$ cat config.mk
export PLATFORM = sky130hd
export DESIGN_NAME = pfs_pin_mux
export DESIGN_NICKNAME = d
export VERILOG_FILES = /design/src/rtl/pfs_pkg.sv /design/src/rtl/pfs_pin_cell.sv /design/src/rtl/pfs_pin_mux.sv
export SDC_FILE = /design/constraint.sdc
export NUM_CORES = 1
export LEC_CHECK = 0
export ABC_AREA = 1
export BUFFER_PORTS_ARGS = -buffer_cell sky130_fd_sc_hd__clkbuf_2
export CORE_AREA = 5 5 178 180
export CTS_CLUSTER_DIAMETER = 40
export CTS_CLUSTER_SIZE = 20
export DETAILED_ROUTE_END_ITERATION = 8
export DIE_AREA = 0 0 183 185
export PLACE_DENSITY = 0.66
export REMOVE_ABC_BUFFERS = 1
export SETUP_SLACK_MARGIN = 0.3
export SYNTH_ARGS = -nofsm -noshare
export SYNTH_HDL_FRONTEND = slang
export SYNTH_SLANG_ARGS = --single-unit
$ cat constraint.sdc
create_clock -name aclk -period 4.62 [get_ports aclk]
set_input_delay 0.231 -clock aclk [delete_from_list [all_inputs] [get_ports aclk]]
set_output_delay 0.231 -clock aclk [all_outputs]
set_load 0.01 [all_outputs]
$ cat src/rtl/pfs_pkg.sv
// Constants, register map and pin-function tables of the port function selector
package pfs_pkg;

   // Register bus geometry
   localparam int PFS_ADDR_W = 12;
   localparam int PFS_NUM_REGS = 12;
   localparam int PFS_NUM_PINS = 48;
   localparam int PFS_FIELD_W = 2;

   // Byte offsets of the selection registers, one aligned word each
   localparam logic [11:0] PFS_OFS_PORTB_LOW = 12'h000;
   localparam logic [11:0] PFS_OFS_PORTB_HIGH = 12'h004;
   localparam logic [11:0] PFS_OFS_PORTC_LOW = 12'h008;
   localparam logic [11:0] PFS_OFS_PORTC_HIGH = 12'h00C;
   localparam logic [11:0] PFS_OFS_PORTD_LOW = 12'h010;
   localparam logic [11:0] PFS_OFS_PORTD_HIGH = 12'h014;
   localparam logic [11:0] PFS_OFS_PORTE_LOW = 12'h018;
   localparam logic [11:0] PFS_OFS_PORTE_HIGH = 12'h01C;
   localparam logic [11:0] PFS_OFS_PORTF_LOW = 12'h020;
   localparam logic [11:0] PFS_OFS_PORTF_HIGH = 12'h024;
   localparam logic [11:0] PFS_OFS_PORTG_LOW = 12'h028;
   localparam logic [11:0] PFS_OFS_PORTG_HIGH = 12'h02C;

   // Offsets in register order
   localparam logic [11:0] PFS_REG_OFS [PFS_NUM_REGS] = '{
      PFS_OFS_PORTB_LOW, PFS_OFS_PORTB_HIGH, PFS_OFS_PORTC_LOW, PFS_OFS_PORTC_HIGH,
      PFS_OFS_PORTD_LOW, PFS_OFS_PORTD_HIGH, PFS_OFS_PORTE_LOW, PFS_OFS_PORTE_HIGH,
      PFS_OFS_PORTF_LOW, PFS_OFS_PORTF_HIGH, PFS_OFS_PORTG_LOW, PFS_OFS_PORTG_HIGH};

   // Implemented bits; port D high keeps bits 5..0, port E high keeps bits 1..0
   localparam logic [7:0] PFS_REG_MASK [PFS_NUM_REGS] = '{
      8'hFF, 8'hFF, 8'hFF, 8'hFF, 8'hFF, 8'h3F, 8'hFF, 8'h03, 8'hFF, 8'hFF, 8'hFF, 8'hFF};

   // Power-on value of every selection register
   localparam logic [7:0] PFS_REG_RST = 8'h00;

   // Index of the first port G register; absent parts answer with an error there
   localparam int PFS_FIRST_PORTG_REG = 10;

   // Bus answers
   localparam logic [1:0] PFS_RESP_OKAY = 2'h0;
   localparam logic [1:0] PFS_RESP_SLVERR = 2'h2;

   // What a pad does for one field code
   typedef enum logic [1:0] {
      PFS_K_GPIO = 2'h0,  // General I/O, digital inputs share it
      PFS_K_OUT = 2'h1,   // Driven by a peripheral
      PFS_K_IN = 2'h2,    // Peripheral input only, pad not driven
      PFS_K_ANA = 2'h3    // Analog or special pad, digital path off
   } pfs_kind_t;

   // Per pin, kind of codes 3..0 packed as {c3,c2,c1,c0}; pins are port*8+bit
   localparam logic [7:0] PFS_KIND_TBL [PFS_NUM_PINS] = '{
      // Port B, base variant
      8'h40, 8'h00, 8'h40, 8'h40, 8'h40, 8'h00, 8'hD0, 8'hC0,
      // Port C
      8'hF0, 8'hF4, 8'hD0, 8'hC0, 8'hD0, 8'hC0, 8'hD0, 8'hC0,
      // Port D, pin 7 has no field
      8'hD0, 8'hE0, 8'hD4, 8'hC0, 8'hD8, 8'hD0, 8'h50, 8'h00,
      // Port E, pins 7..5 have no field
      8'h40, 8'h50, 8'h80, 8'h50, 8'hC0, 8'h00, 8'h00, 8'h00,
      // Port F
      8'hD0, 8'hD0, 8'hD0, 8'hD0, 8'hC0, 8'hD0, 8'hE0, 8'hD4,
      // Port G, general I/O on small variants
      8'h00, 8'h00, 8'h00, 8'h00, 8'h00, 8'h00, 8'h00, 8'h00};

   // Large-variant replacements for the pins that gain UART2
   localparam int PFS_PIN_PB1 = 1;
   localparam int PFS_PIN_PB2 = 2;
   localparam int PFS_PIN_PG0 = 40;
   localparam int PFS_PIN_PG1 = 41;
   localparam logic [7:0] PFS_KIND_LG_PB1 = 8'h40;
   localparam logic [7:0] PFS_KIND_LG_PB2 = 8'h60;
   localparam logic [7:0] PFS_KIND_LG_PG0 = 8'h80;
   localparam logic [7:0] PFS_KIND_LG_PG1 = 8'h40;

endpackage

$ cat src/rtl/pfs_pin_cell.sv
// One pad's output path, chosen by its two-bit selection field
`timescale 1ns/1ps
module pfs_pin_cell (
   // Selection
   input wire logic [1:0] fsel,
   input wire logic [7:0] kind_tbl,
   // General I/O side
   input wire logic gpio_o,
   input wire logic gpio_oe,
   // Peripheral drive per code
   input wire logic [3:0] alt_o,
   input wire logic [3:0] alt_oe,
   // Pad side
   output logic pad_o,
   output logic pad_oe,
   output logic pad_analog_en
);

   // Kind of the code now selected
   pfs_pkg::pfs_kind_t kind_sel;

   // Pick the pair of table bits addressed by the field
   always_comb begin
      kind_sel = pfs_pkg::pfs_kind_t'(kind_tbl[{fsel, 1'b0} +: 2]);
   end

   // Steer the pad; input-only and analog codes never drive, so no contention
   always_comb begin
      pad_o = 1'b0;
      pad_oe = 1'b0;
      pad_analog_en = 1'b0;
      unique case (kind_sel)
         pfs_pkg::PFS_K_GPIO: begin
            // Port latch and direction bit keep control
            pad_o = gpio_o;
            pad_oe = gpio_oe;
         end
         pfs_pkg::PFS_K_OUT: begin
            // Peripheral owns value and enable
            pad_o = alt_o[fsel];
            pad_oe = alt_oe[fsel];
         end
         pfs_pkg::PFS_K_IN: begin
            // Pad only listened to
            pad_oe = 1'b0;
         end
         pfs_pkg::PFS_K_ANA: begin
            // Digital buffers off
            pad_analog_en = 1'b1;
         end
      endcase
   end

endmodule

$ cat src/rtl/pfs_pin_mux.sv
// Register file and pad multiplexer for the pin functions of ports B to G
//
// Chosen here: register access over AXI4-Lite and the address map.
`timescale 1ns/1ps
// Functional notes
// RL1: PB3 I/O below 11, timer P2 out at 11
// RL2: Large PB2: I/O, UART2 receive, timer P3 out
// RL3: PB1 UART2 transmit, PB0 comparator 0 at 11
// RL4: PB7 oscillator out; PB6 timer S1, oscillator in
// RL5: PB5 always I/O; PB4 comparator 1 at 11
// RL6: PC3 analog 3; PC2 timer P0, analog 2
// RL7: PC1 I/O, comparator 0, reference, analog 1
// RL8: PC0 I/O, reference input, analog 0
// RL9: PC7 analog 7; PC6 timer S0, analog 6
// RL10: PC5 analog 5; PC4 timer P1, analog 4
// RL11: PD3 analog 11; PD2 timer P2, UART1, analog
// RL12: PD1 UART1 receive; PD0 timer S1, analog 8
// RL13: PD6 timer S2, comparator 1; top bits zero
// RL14: PD5 UART0 transmit; PD4 UART0 receive, timer P3
// RL15: PE3 timer P1, serial-A clock; PE2 data in
// RL16: PE1 timer S0, serial-A data out; PE0 select
// RL17: Port E high: PE4 I/O or supply
// RL18: PF3..PF0 I/O, serial lines, LCD commons
// RL19: PF7 timer S2, UART1, comparator; PF6 likewise
// RL20: PF5 timer P0, crystal in; PF4 crystal out
// RL21: Large variants: PG0/PG1 UART2 at 11
// RL22: Other port G pins always general I/O
// RL23: Fields reset to 00 and are read/write
// RL24: Pads follow field next cycle after write
// RL25: Software disables peripheral before reselecting pin
// RL26: Software also sets the input-source selection
// RL27: Software sets direction bit for shared inputs
module pfs_pin_mux #(
   parameter bit LARGE_VARIANT = 1'b1,
   parameter bit HAS_PORTG = 1'b1
) (
   // Clock and reset
   input wire logic aclk,
   input wire logic aresetn,
   // AXI4-Lite write address
   input wire logic [pfs_pkg::PFS_ADDR_W-1:0] s_axi_awaddr,
   input wire logic [2:0] s_axi_awprot,
   input wire logic s_axi_awvalid,
   output logic s_axi_awready,
   // AXI4-Lite write data
   input wire logic [31:0] s_axi_wdata,
   input wire logic [3:0] s_axi_wstrb,
   input wire logic s_axi_wvalid,
   output logic s_axi_wready,
   // AXI4-Lite write response
   output logic [1:0] s_axi_bresp,
   output logic s_axi_bvalid,
   input wire logic s_axi_bready,
   // AXI4-Lite read address
   input wire logic [pfs_pkg::PFS_ADDR_W-1:0] s_axi_araddr,
   input wire logic [2:0] s_axi_arprot,
   input wire logic s_axi_arvalid,
   output logic s_axi_arready,
   // AXI4-Lite read data
   output logic [31:0] s_axi_rdata,
   output logic [1:0] s_axi_rresp,
   output logic s_axi_rvalid,
   input wire logic s_axi_rready,
   // General I/O ports, bit port*8+pin
   input wire logic [47:0] gpio_o,
   input wire logic [47:0] gpio_oe,
   output logic [47:0] pin_in_sync,
   // Timer outputs
   input wire logic tmr_p0_out,
   input wire logic tmr_p1_out,
   input wire logic tmr_p2_out,
   input wire logic tmr_p3_out,
   input wire logic tmr_s0_out,
   input wire logic tmr_s1_out,
   input wire logic tmr_s2_out,
   // UART transmitters
   input wire logic uart0_transmit,
   input wire logic uart1_transmit,
   input wire logic uart2_transmit,
   // Comparator outputs
   input wire logic comparator0_output,
   input wire logic comparator1_output,
   // Serial interface A, master outputs
   input wire logic serial_a_clock,
   input wire logic serial_a_data_out,
   input wire logic serial_a_chip_select,
   // Serial interface on port F, each line with its own enable
   input wire logic serial_chip_select,
   input wire logic serial_chip_select_oe,
   input wire logic serial_data_out,
   input wire logic serial_data_out_oe,
   input wire logic serial_data_in_pin,
   input wire logic serial_data_in_pin_oe,
   input wire logic serial_clock_pin,
   input wire logic serial_clock_pin_oe,
   // Pads
   input wire logic [47:0] pad_i,
   output logic [47:0] pad_o,
   output logic [47:0] pad_oe,
   output logic [47:0] pad_analog_en
);

   // Port G is present on every large part
   if (LARGE_VARIANT && !HAS_PORTG) begin : g_bad_variant
      $error("pfs_pin_mux: large variant requires port G");
   end

   // Selection registers, implemented bits only
   logic [7:0] sel_q [pfs_pkg::PFS_NUM_REGS];
   // Write channel holding state
   logic aw_held_q;
   logic [pfs_pkg::PFS_ADDR_W-1:0] aw_addr_q;
   logic w_held_q;
   logic [7:0] w_data_q;
   logic w_strb_q;
   logic bvalid_q;
   logic [1:0] bresp_q;
   // Read channel state
   logic rvalid_q;
   logic [31:0] rdata_q;
   logic [1:0] rresp_q;
   // Decode results
   logic wr_hit;
   logic [3:0] wr_idx;
   logic rd_hit;
   logic [3:0] rd_idx;
   logic wr_fire;
   // Pad input synchronisers
   logic [47:0] pad_meta_q;
   logic [47:0] pad_sync_q;
   // Per-pin kind table and peripheral drive
   logic [7:0] kind_eff [pfs_pkg::PFS_NUM_PINS];
   logic [3:0] alt_o [pfs_pkg::PFS_NUM_PINS];
   logic [3:0] alt_oe [pfs_pkg::PFS_NUM_PINS];

   // Protection bits carry no meaning here
   logic unused_prot;
   assign unused_prot = ^{s_axi_awprot, s_axi_arprot, s_axi_wdata[31:8], s_axi_wstrb[3:1]};

   // Address decode for both channels; port G hits only where the port exists
   always_comb begin
      wr_hit = 1'b0;
      wr_idx = 4'h0;
      rd_hit = 1'b0;
      rd_idx = 4'h0;
      for (int i = 0; i < pfs_pkg::PFS_NUM_REGS; i++) begin
         if ((i < pfs_pkg::PFS_FIRST_PORTG_REG) || HAS_PORTG) begin
            if (aw_addr_q == pfs_pkg::PFS_REG_OFS[i]) begin
               wr_hit = 1'b1;
               wr_idx = 4'(i);
            end
            if (s_axi_araddr == pfs_pkg::PFS_REG_OFS[i]) begin
               rd_hit = 1'b1;
               rd_idx = 4'(i);
            end
         end
      end
   end

   // Ready while the slot is free and no response waits
   assign s_axi_awready = !aw_held_q && !bvalid_q;
   assign s_axi_wready = !w_held_q && !bvalid_q;
   assign s_axi_arready = !rvalid_q;

   // Both halves of a write are present
   assign wr_fire = aw_held_q && w_held_q;

   // Capture write address; either order with the data is accepted
   always_ff @(posedge aclk) begin
      if (!aresetn) begin
         aw_held_q <= 1'b0;
         aw_addr_q <= '0;
      end else if (s_axi_awvalid && s_axi_awready) begin
         aw_held_q <= 1'b1;
         aw_addr_q <= s_axi_awaddr;
      end else if (wr_fire) begin
         aw_held_q <= 1'b0;
      end
   end

   // Capture write data; only byte lane 0 holds register bits
   always_ff @(posedge aclk) begin
      if (!aresetn) begin
         w_held_q <= 1'b0;
         w_data_q <= 8'h00;
         w_strb_q <= 1'b0;
      end else if (s_axi_wvalid && s_axi_wready) begin
         w_held_q <= 1'b1;
         w_data_q <= s_axi_wdata[7:0];
         w_strb_q <= s_axi_wstrb[0];
      end else if (wr_fire) begin
         w_held_q <= 1'b0;
      end
   end

   // Write response: one cycle after both halves are held, two after the later half is taken
   always_ff @(posedge aclk) begin
      if (!aresetn) begin
         bvalid_q <= 1'b0;
         bresp_q <= pfs_pkg::PFS_RESP_OKAY;
      end else if (wr_fire) begin
         bvalid_q <= 1'b1;
         bresp_q <= wr_hit ? pfs_pkg::PFS_RESP_OKAY : pfs_pkg::PFS_RESP_SLVERR;
      end else if (s_axi_bready) begin
         bvalid_q <= 1'b0;
      end
   end

   assign s_axi_bvalid = bvalid_q;
   assign s_axi_bresp = bresp_q;

   // Selection fields; unimplemented bits are masked so they stay zero
   always_ff @(posedge aclk) begin
      if (!aresetn) begin
         for (int i = 0; i < pfs_pkg::PFS_NUM_REGS; i++) begin
            sel_q[i] <= pfs_pkg::PFS_REG_RST; // RL23
         end
      end else if (wr_fire && wr_hit && w_strb_q) begin
         // A missing lane strobe leaves the register untouched
         sel_q[wr_idx] <= w_data_q & pfs_pkg::PFS_REG_MASK[wr_idx]; // RL13 RL17 RL23
      end
   end

   // Read answer one cycle after the address is taken
   always_ff @(posedge aclk) begin
      if (!aresetn) begin
         rvalid_q <= 1'b0;
         rdata_q <= 32'h0000_0000;
         rresp_q <= pfs_pkg::PFS_RESP_OKAY;
      end else if (s_axi_arvalid && s_axi_arready) begin
         rvalid_q <= 1'b1;
         if (rd_hit) begin
            rdata_q <= {24'h00_0000, sel_q[rd_idx]}; // RL23
            rresp_q <= pfs_pkg::PFS_RESP_OKAY;
         end else begin
            // Unmapped: zero data and an error
            rdata_q <= 32'h0000_0000;
            rresp_q <= pfs_pkg::PFS_RESP_SLVERR;
         end
      end else if (s_axi_rready) begin
         rvalid_q <= 1'b0;
      end
   end

   assign s_axi_rvalid = rvalid_q;
   assign s_axi_rdata = rdata_q;
   assign s_axi_rresp = rresp_q;

   // Pad inputs cross two flops before anything reads them
   always_ff @(posedge aclk) begin
      if (!aresetn) begin
         pad_meta_q <= '0;
         pad_sync_q <= '0;
      end else begin
         pad_meta_q <= pad_i;
         pad_sync_q <= pad_meta_q;
      end
   end

   // Peripheral inputs pick their source pin elsewhere; they all see this copy
   assign pin_in_sync = pad_sync_q; // RL26 RL27

   // Kind table with the large-variant UART2 pins patched in
   always_comb begin
      for (int p = 0; p < pfs_pkg::PFS_NUM_PINS; p++) begin
         kind_eff[p] = pfs_pkg::PFS_KIND_TBL[p]; // RL5 RL22
      end
      if (LARGE_VARIANT) begin
         kind_eff[pfs_pkg::PFS_PIN_PB1] = pfs_pkg::PFS_KIND_LG_PB1; // RL3
         kind_eff[pfs_pkg::PFS_PIN_PB2] = pfs_pkg::PFS_KIND_LG_PB2; // RL2
         kind_eff[pfs_pkg::PFS_PIN_PG0] = pfs_pkg::PFS_KIND_LG_PG0; // RL21
         kind_eff[pfs_pkg::PFS_PIN_PG1] = pfs_pkg::PFS_KIND_LG_PG1; // RL21
      end
   end

   // Peripheral drive per pin and code; unused entries are never selected
   always_comb begin
      for (int p = 0; p < pfs_pkg::PFS_NUM_PINS; p++) begin
         alt_o[p] = 4'h0;
         alt_oe[p] = 4'hF;
      end
      // Port B
      alt_o[0][3] = comparator0_output; // RL3
      alt_o[1][3] = uart2_transmit; // RL3
      alt_o[2][3] = tmr_p3_out; // RL2
      alt_o[3][3] = tmr_p2_out; // RL1
      alt_o[4][3] = comparator1_output; // RL5
      alt_o[6][2] = tmr_s1_out; // RL4
      // Port C
      alt_o[9][1] = comparator0_output; // RL7
      alt_o[10][2] = tmr_p0_out; // RL6
      alt_o[12][2] = tmr_p1_out; // RL10
      alt_o[14][2] = tmr_s0_out; // RL9
      // Port D
      alt_o[16][2] = tmr_s1_out; // RL12
      alt_o[18][1] = tmr_p2_out; // RL11
      alt_o[18][2] = uart1_transmit; // RL11
      alt_o[20][2] = tmr_p3_out; // RL14
      alt_o[21][2] = uart0_transmit; // RL14
      alt_o[22][2] = tmr_s2_out; // RL13
      alt_o[22][3] = comparator1_output; // RL13
      // Port E
      alt_o[24][3] = serial_a_chip_select; // RL16
      alt_o[25][2] = tmr_s0_out; // RL16
      alt_o[25][3] = serial_a_data_out; // RL16
      alt_o[27][2] = tmr_p1_out; // RL15
      alt_o[27][3] = serial_a_clock; // RL15
      // Port F serial lines may float or go open-drain under the peripheral
      alt_o[32][2] = serial_chip_select; // RL18
      alt_oe[32][2] = serial_chip_select_oe; // RL18
      alt_o[33][2] = serial_data_out; // RL18
      alt_oe[33][2] = serial_data_out_oe; // RL18
      alt_o[34][2] = serial_data_in_pin; // RL18
      alt_oe[34][2] = serial_data_in_pin_oe; // RL18
      alt_o[35][2] = serial_clock_pin; // RL18
      alt_oe[35][2] = serial_clock_pin_oe; // RL18
      alt_o[37][2] = tmr_p0_out; // RL20
      alt_o[39][1] = uart1_transmit; // RL19
      alt_o[39][2] = tmr_s2_out; // RL19
      // Port G
      alt_o[41][3] = uart2_transmit; // RL21
   end

   // One cell per pin; field of pin p sits in register p/4 at bits (p%4)*2.
   // The pads follow the registers directly, so a write shows on the next
   // cycle; software must have quiesced the old peripheral first.
   for (genvar p = 0; p < pfs_pkg::PFS_NUM_PINS; p++) begin : g_pin
      pfs_pin_cell u_cell (
         .fsel(sel_q[p / 4][(p % 4) * pfs_pkg::PFS_FIELD_W +: pfs_pkg::PFS_FIELD_W]), // RL24 RL25
         .kind_tbl(kind_eff[p]), // RL6 RL7 RL8 RL9 RL10 RL11 RL12 RL14
         .gpio_o(gpio_o[p]),
         .gpio_oe(gpio_oe[p]),
         .alt_o(alt_o[p]),
         .alt_oe(alt_oe[p]),
         .pad_o(pad_o[p]),
         .pad_oe(pad_oe[p]),
         .pad_analog_en(pad_analog_en[p]) // RL4 RL8 RL15 RL16 RL17 RL18 RL19 RL20
      );
   end

endmodule

== After elaboration in Yosys (flattened, before gate mapping) ==
Memories as Yosys holds them, arrays and structs flattened.
Cells that the tools add are included.
W data, S select, Z words.

* Bits in registers: 157
* Memory bits (writable): 96
* Memory bits (read-only): 128
* Bits of input ports: 240
* Word-level logic and storage cells: 699
* Memories: 2

{| class="wikitable"
|+ Memories
! memory !! depth !! bits a word !! read ports !! clocked after Yosys merged registers in !! write ports !! line !! RTL
|-
| (no name shown) || 16 || 8 || 1 || 0 || 0 || pfs_pin_mux.sv:220 || <nowiki>sel_q[wr_idx] <= w_data_q & pfs_pkg::PFS_REG_MASK[wr_idx];</nowiki>
|-
| sel_q || 12 || 8 || 13 || 0 || 12 || pfs_pin_mux.sv:109 || <nowiki>logic [7:0] sel_q [pfs_pkg::PFS_NUM_REGS];</nowiki>
|}

* $lt $le $gt $ge: 49
* Equal/unequal tests: 118
* Shifts and indexed selects: 48
* Multiplexer cells: 401
* Bitwise operators: 2
* Reduce and logical (&&, ||, !) cells: 67

{| class="wikitable"
|+ Operator list
! operator !! count
|-
| $shiftx A8 B4 Y2 const A || 48
|-
| $bmux W1 S2 || 96
|-
| $pmux W1 S2 || 96
|-
| $mux W1 || 182
|-
| $lt A2 B3 Y1 const B || 48
|-
| $eq A12 B5 Y1 const B || 8
|-
| $eq A12 B6 Y1 const B || 8
|-
| $eq A2 B1 Y1 const B || 48
|-
| $eq A2 B2 Y1 const B || 48
|-
| $logic_not A2 Y1 || 48
|-
| $mux W4 || 21
|-
| $eq A12 B4 Y1 const B || 4
|-
| $mux W8 || 4
|-
| $eq A12 B3 Y1 const B || 2
|-
| $logic_not A12 Y1 || 2
|-
| $and A8 B8 Y8 || 1
|-
| $logic_and A1 B1 Y1 || 8
|-
| $reduce_bool A2 Y1 || 4
|-
| $reduce_or A8 Y1 || 1
|-
| $ge A5 B5 Y1 const B || 1
|-
| $not A4 Y5 || 1
|-
| $logic_not A1 Y1 || 4
|-
| $mux W2 || 2
|}

== Depth between registers and ports, before layout ==
Gate-level depths: netlist of run 1.

* Word-level depth: 20
* Gate-level depth with buffers: 14
* Mapped depth without buffers: 14

== Hierarchy ==
A second synthesis of run 1 with hierarchy kept.

* Cells, all modules: 3598
* Area total of the unflattened synthesis: 22048.6 µm²

{| class="wikitable"
|+ Modules (own cells, without submodules)
! module !! times used !! cells an instance !! area an instance (µm²) !! seq. area each (µm²)
|-
| pfs_pin_cell || 48 || 51 || 246.5 || 0.0
|-
| pfs_pin_mux || 1 || 1150 || 10217.3 || 5505.3
|}

== Worst setup path after synthesis of run 1 ==
Ideal clock, no wire load.

* Path type: register to register
* From: register aw_addr_q[0] (netlist bit)
* To: memory sel_q[4][0] (enable)
* Arrival: 2.077 ns
* Data required time: 4.236 ns
* Setup slack: 2.159 ns
* Cell stages (with the launch flop): 9
* Path buffers: 0
* Period minus slack after synthesis: 2.461 ns
* Cell sequence: dfxtp_1 > or2_1 > nor2_1 > nand4_2 > nand3_1 > nor2_1 > a21oi_4 > nand3_2 > o21ai_0

{| class="wikitable"
|+ RTL lines
! item !! line !! RTL
|-
| start: declaration || pfs_pin_mux.sv:112 || <nowiki>logic [pfs_pkg::PFS_ADDR_W-1:0] aw_addr_q;</nowiki>
|-
| start signal: assignment || pfs_pin_mux.sv:175 || <nowiki>aw_addr_q <= s_axi_awaddr;</nowiki>
|-
| end: declaration || pfs_pin_mux.sv:109 ||
|}

==> results of run 1 <==
==> final timing paths <==
check                                        to  slack (ns)  cells past startpoint
worst max-delay path                sel_q[4][3]        1.23                      8
worst min-delay path               s_axi_rvalid        0.02                      3
worst max register to register      sel_q[4][3]        1.23                      8
worst min register to register  pin_in_sync[37]        0.41                      2
==> power groups by stage <==
stage / clock (mW) / sequential, mW / combinational (mW)
2_1_floorplan: 0 / 2.26 / 0.241
3_3_place_gp: 0 / 2.26 / 0.486
3_5_place_dp: 0 / 2.27 / 0.493
4_1_cts: 2.50 / 2.22 / 0.542
5_1_grt: 2.59 / 2.23 / 0.609
6_report: 2.46 / 2.22 / 0.545
==> flip-flops by register name (all words and copies together) (netlist names) <==
name	count
s_axi_rdata	8
w_held_q	1
aw_held_q	1
sel_q	96
pad_meta_q	48
s_axi_bvalid	1
w_strb_q	1
w_data_q	8
s_axi_bresp	1
s_axi_rvalid	1
s_axi_rresp	1
aw_addr_q	12
pin_in_sync	48
==> metal layers <==
layer  share of wire [%]  up-vias
met3                  10       51
li1                    -     4916
met2                  49      439
met5                   0        -
met1                  38     4402
met4                 2.5        0
==> layout by cell type (no fill, tap or decap), types with 6 or more instances in the layout <==
master,instances
clkbuf_2,345
nand2_1,326
inv_1,262
nor2_1,132
dfxtp_1,131
edfxtp_1,96
nand3_1,76
dlygate4sd3_1,70
nor3_1,60
conb_1,57
o21ai_0,48
nand4_1,34
clkbuf_16,31
a21oi_1,23
buf_4,12
nor2_2,11
inv_6,7
nand3_2,6
==> through the flow <==
stage,power (mW),util [%],hold WS [ns],cells,setup WS [ns]
after detailed placement,2.76,41.5,0.399,2053,1.31
after global placement,2.75,41.5,0.392,2053,1.37
after CTS,5.26,47.4,0.00322,2180,1.28
after floorplan,2.50,-,0.324,1300,0.766
after global routing,5.43,47.5,0.0172,2182,0.948
final,5.23,47.5,0.0247,2182,1.23
==> kinds of logic after synthesis <==
family	share of synthesized area (%)
fa+ha+maj	0.438
mux	0.296
other cells	0.0328
flops	48.2
simple gates	24.7
compound gates	4.41
buf+inv	21.9
==> tightest hold or removal path, cell delays in order <==
cell      delay, ns
clkbuf_2       0.08
nor2_1         0.10
o21a_1         0.12
==> synth_stat cells (6+ instances only) <==
master,n
nand4_1,34
nand2_1,326
nand3_1,76
nor2_2,11
nand3_2,6
o21ai_0,48
edfxtp_1,96
nor3_1,60
nor2_1,132
buf_4,170
inv_1,262
dfxtp_1,131
buf_2,10
a21oi_1,24
clkbuf_1,45
==> area by class of cell <==
cell class,count,share of cell area (%)
Antenna cell,2,0.0351
Sequential cell,227,38.6
Clock buffer,32,5.54
Multi-Input combinational cell,809,25.6
Tap cell,396,3.48
Clock inverter,25,2.10
Inverter,264,6.95
Timing Repair Buffer,427,17.7
==> results.json, run 1 <==
{
  "die_w_um": 183,
  "overflow": 0,
  "grt_usage_pct": 19.0,
  "end_kind": "flip-flop",
  "startpoint": "aw_addr_q[0]",
  "status": "complete, no violations",
  "synth_top_area_share_pct": 25.2,
  "n_fill_cell": 2883,
  "grt_pass1_wl_mm": 51.3,
  "grtUsageMet1_pct": 22.0,
  "cts_made_buffers": 31,
  "arrival_ns": 3.54,
  "hpwl_mm": 24.5,
  "grt_pass1_vias": 9549,
  "tns_ns": 0,
  "worstPathRequired_ns": 4.77,
  "io_pins": 473,
  "hold_class": "input port to flip-flop",
  "multi_input_area_um2": 3650,
  "p_seq_share_pct": 42.5,
  "antenna_found_initial": 2,
  "avgRoutedWirePerCell_um": 15.5,
  "drtIter0Drc": 565,
  "critPathTopFamily": "simple AND/OR/NAND/NOR gates",
  "combPwrFrac_pct": 10.4,
  "register_area_um2": 5510,
  "firstDrtPassIters": 5,
  "ys_seq_area_share_pct": 48.2,
  "routed_wl_mm": 33.9,
  "min_period_ns": 3.39,
  "rsz0062_at_grt": "no",
  "clock-sinks": 227,
  "cpMostUsedCell": "nor2_1",
  "cts-root-buf": "clkbuf_16",
  "drv_cap": 0,
  "r2r-start": "aw_addr_q[0]",
  "routed_via_density": 4.49,
  "internal_power_mw": 3.85,
  "synth_cell_type_count": 38,
  "met3_usage_pct": 6.01,
  "cts_resized": 0,
  "p_leak_nw": 7.61,
  "cellPowerDensity_nw_per_um2": 367,
  "synth.avg_cell_area_um2": 7.77,
  "async_flop_share_pct": 0,
  "netlist_area_um2": 11400,
  "fmax_mhz": 295,
  "switching_power_mw": 1.38,
  "cp_slowest_cell": "o21ai_0",
  "syn_inst": 1472,
  "synth.top_cells.by_area": "edfxtp_1, dfxtp_1, buf_4",
  "synth-main-ff-cell": "dfxtp_1",
  "clk_path_buf_depth": 3,
  "post_cts_buffers": 0,
  "path_buf_inv": 0,
  "clk_latency_ns": 0.54,
  "place_congestion": 0.851,
  "slew_viol_final": 0,
  "clkTransAtPathRegs_ns": 0.06,
  "ir_drop_v": 0.000378,
  "dieArea_um2": 33900,
  "setup_viol": 0,
  "yosysTopAreaCell": "edfxtp_1",
  "rows": 64,
  "cts_tree": "yes",
  "grt_max_degree": 91,
  "final_hold_viol_count": 0,
  "ys_ff_latch": 227,
  "p_clk_share_pct": 47.0,
  "syn_to_final_growth_pct": 24.7,
  "cp_cell_sequence": "or2_1, nor2_1, nand4_2, nand3_1, nor2_1, a21oi_4, nand3_2, o21ai_0",
  "synth_edf_count": 96,
  "chipHeight_um": 185,
  "hold_start": "s_axi_rready",
  "drc": 0,
  "slew_headroom_pct": 20.4,
  "fin_worst_skew_ns": 0.0149,
  "yosys_warnings": 0,
  "start_kind": "flip-flop",
  "htreeDepth": 1,
  "fin_crit_sh_pct": 73.3,
  "layout.nets": 2004,
  "routed-via-count": 9808,
  "stdcell_area_um2": 14300,
  "max_stage_delay_ns": 1.11,
  "place_area_um2": 12500,
  "holdBufCountCts": 70,
  "met2_usage_pct": 33.8,
  "p_sw_share_pct": 26.3,
  "io_buffers": 346,
  "crit_type": "flip-flop to flip-flop",
  "start_util_pct": 38.1,
  "worstMarginPinSlew_ns": 1.19,
  "busiest_layer": "met2",
  "drive_gt1_share_pct": 25.1,
  "ant_nets": 0,
  "design.core.area_um2": 30000,
  "crit_fanout": 28
}
(Power assumes the default switching activity.)
==> inputs of run 2 (changes only) <==
- clock period: 4.62 -> 3.17 ns (I/O delays scaled with it)
==> run 2 against run 1 <==
First-iteration DRC count decreased by 15%. Clock skew grew 0.0011 ns. Via count rose by 1.7%. Critical endpoint is now sel_q[1][0]. Die area did not move. Register-to-register slack got worse by 0.75 ns. Fmax increased by 26%. Highest routed layer unchanged.
==> results.json, run 2 (synthesized netlist as in run 1, its figures left out) <==
{
  "status": "complete, no violations",
  "p_leak_nw": 7.76,
  "grt_usage_pct": 19.5,
  "htreeDepth": 2,
  "clkTransAtPathRegs_ns": 0.05,
  "drc": 0,
  "met2_usage_pct": 34.7,
  "layout.nets": 2031,
  "routed-via-count": 9978,
  "hold_class": "input port to flip-flop",
  "drive_gt1_share_pct": 25.6,
  "fin_crit_sh_pct": 84.8,
  "setup_ws_ns": 0.481,
  "reg2reg_slack_ns": 0.48,
  "place_ws_ns": 0.538,
  "slew_headroom_pct": 19.3,
  "worstMarginPinSlew_ns": 1.21,
  "clock-sinks": 227,
  "routed_wl_mm": 34.3,
  "register_area_um2": 5510,
  "n_fill_cell": 2841,
  "clk_latency_ns": 0.51,
  "ir_drop_v": 0.000467,
  "die_w_um": 183,
  "mostFrequentLayoutCells": "clkbuf_2, nand2_1, inv_1",
  "crit_type": "flip-flop to flip-flop",
  "grt_max_degree": 71,
  "multi_input_area_um2": 3650,
  "antenna_found_initial": 0,
  "routed_via_density": 4.52,
  "path_buf_inv": 0,
  "hold_start": "s_axi_arvalid",
  "holdBufCountCts": 79,
  "cts_resized": 0,
  "final_hold_viol_count": 0,
  "clk_path_buf_depth": 3,
  "cp_slowest_cell": "or2_1",
  "overflow": 0,
  "diodes": 0,
  "drtIter0Drc": 479,
  "grtUsageMet1_pct": 22.9,
  "rsz0062_at_grt": "no",
  "io_pins": 473,
  "fmax_mhz": 372,
  "startpoint": "aw_addr_q[0]",
  "cts_tree": "yes",
  "cp_cell_sequence": "or2_1, nor2_1, nand4_2, nand3_1, nor2_1, a21oi_4, nand3_1, or2_1, nand2_1",
  "largest-register": "sel_q",
  "start_kind": "flip-flop",
  "firstDrtPassIters": 5,
  "post_cts_buffers": 0,
  "dieArea_um2": 33900,
  "final_common_cell": "clkbuf_2",
  "busiest_layer": "met2",
  "avgRoutedWirePerCell_um": 15.6,
  "arrival_ns": 2.86,
  "place_congestion": 0.873,
  "end_kind": "flip-flop",
  "fin_worst_skew_ns": 0.0160,
  "largest_register_ffs": 96,
  "hpwl_mm": 25.0,
  "grt_pass1_vias": 9795,
  "tns_ns": 0,
  "setup_viol": 0,
  "worstPathRequired_ns": 3.34,
  "grt_pass1_wl_mm": 52.5,
  "min_period_ns": 2.69,
  "drv_cap": 0,
  "start_util_pct": 38.1,
  "slew_viol_final": 0,
  "rows": 64,
  "chipHeight_um": 185,
  "met3_usage_pct": 5.52,
  "cts-root-buf": "clkbuf_16",
  "max_stage_delay_ns": 0.42,
  "ant_nets": 0,
  "cts_made_buffers": 34,
  "syn_to_final_growth_pct": 27.0,
  "io_buffers": 346,
  "crit_fanout": 9,
  "r2r-start": "aw_addr_q[0]",
  "design.core.area_um2": 30000,
  "cellPowerDensity_nw_per_um2": 540,
  "critPathTopFamily": "simple AND/OR/NAND/NOR gates"
}
==> run 2: changes by cell type in the layout (fill, tap and decap cells not counted), moves of 3 or more <==
cell           delta
dlygate4sd3_1     +9
clkinvlp_4        -3
clkbuf_16         +3
buf_4            +15
==> run 2: power breakdown <==
group / switching, mW / leakage [nW] / internal (mW)
clock: 1.41 / 0.573 / 2.37
combinational: 0.489 / 5.11 / 0.326
sequential: 0.0656 / 2.07 / 3.18
==> run 2: final timing paths <==
path,endpoint,cells after the start
setup reg to reg,sel_q[1][0],9
hold reg to reg,pin_in_sync[30],2
hold / removal,s_axi_rdata[0],4
setup / recovery,sel_q[1][0],9
==> run 2: metal layers <==
metal | vias up | wire length (um)
met2 | 416 | 17000
li1 | 4970 | -
met1 | 4533 | 13500
met3 | 59 | 2970
met4 | 0 | 834
met5 | - | 0
==> run 2: layout make-up <==
cell class,count,area share [%]
clock inverters,24,1.98
well taps,396,3.41
repair buffers,451,18.7
flip-flops and latches,227,37.9
multi-input cells,809,25.1
clock buffers,36,5.98
inverters,264,6.83
==> run 2: worst reg2reg max path, delay by kind of cell, from the launching register on <==
kind / cells / cell delay, ns
AND/OR/NAND/NOR: 8 / 1.88
flip-flops: 1 / 0.30
AO/OA/AOI/OAI: 1 / 0.17
==> run 2: metrics by stage <==
stage / power [mW] / util (%) / area [um^2] / hold slack, ns / cells
after floorplan: 3.65 / - / 10100 / 0.252 / 1300
after global placement: 4.02 / 41.9 / 12600 / 0.317 / 2068
after detailed placement: 4.03 / 41.9 / 12600 / 0.317 / 2068
after CTS: 7.89 / 48.3 / 14500 / 0.199 / 2207
after global routing: 8.13 / 48.3 / 14500 / 0.228 / 2207
final: 7.83 / 48.3 / 14500 / 0.200 / 2207
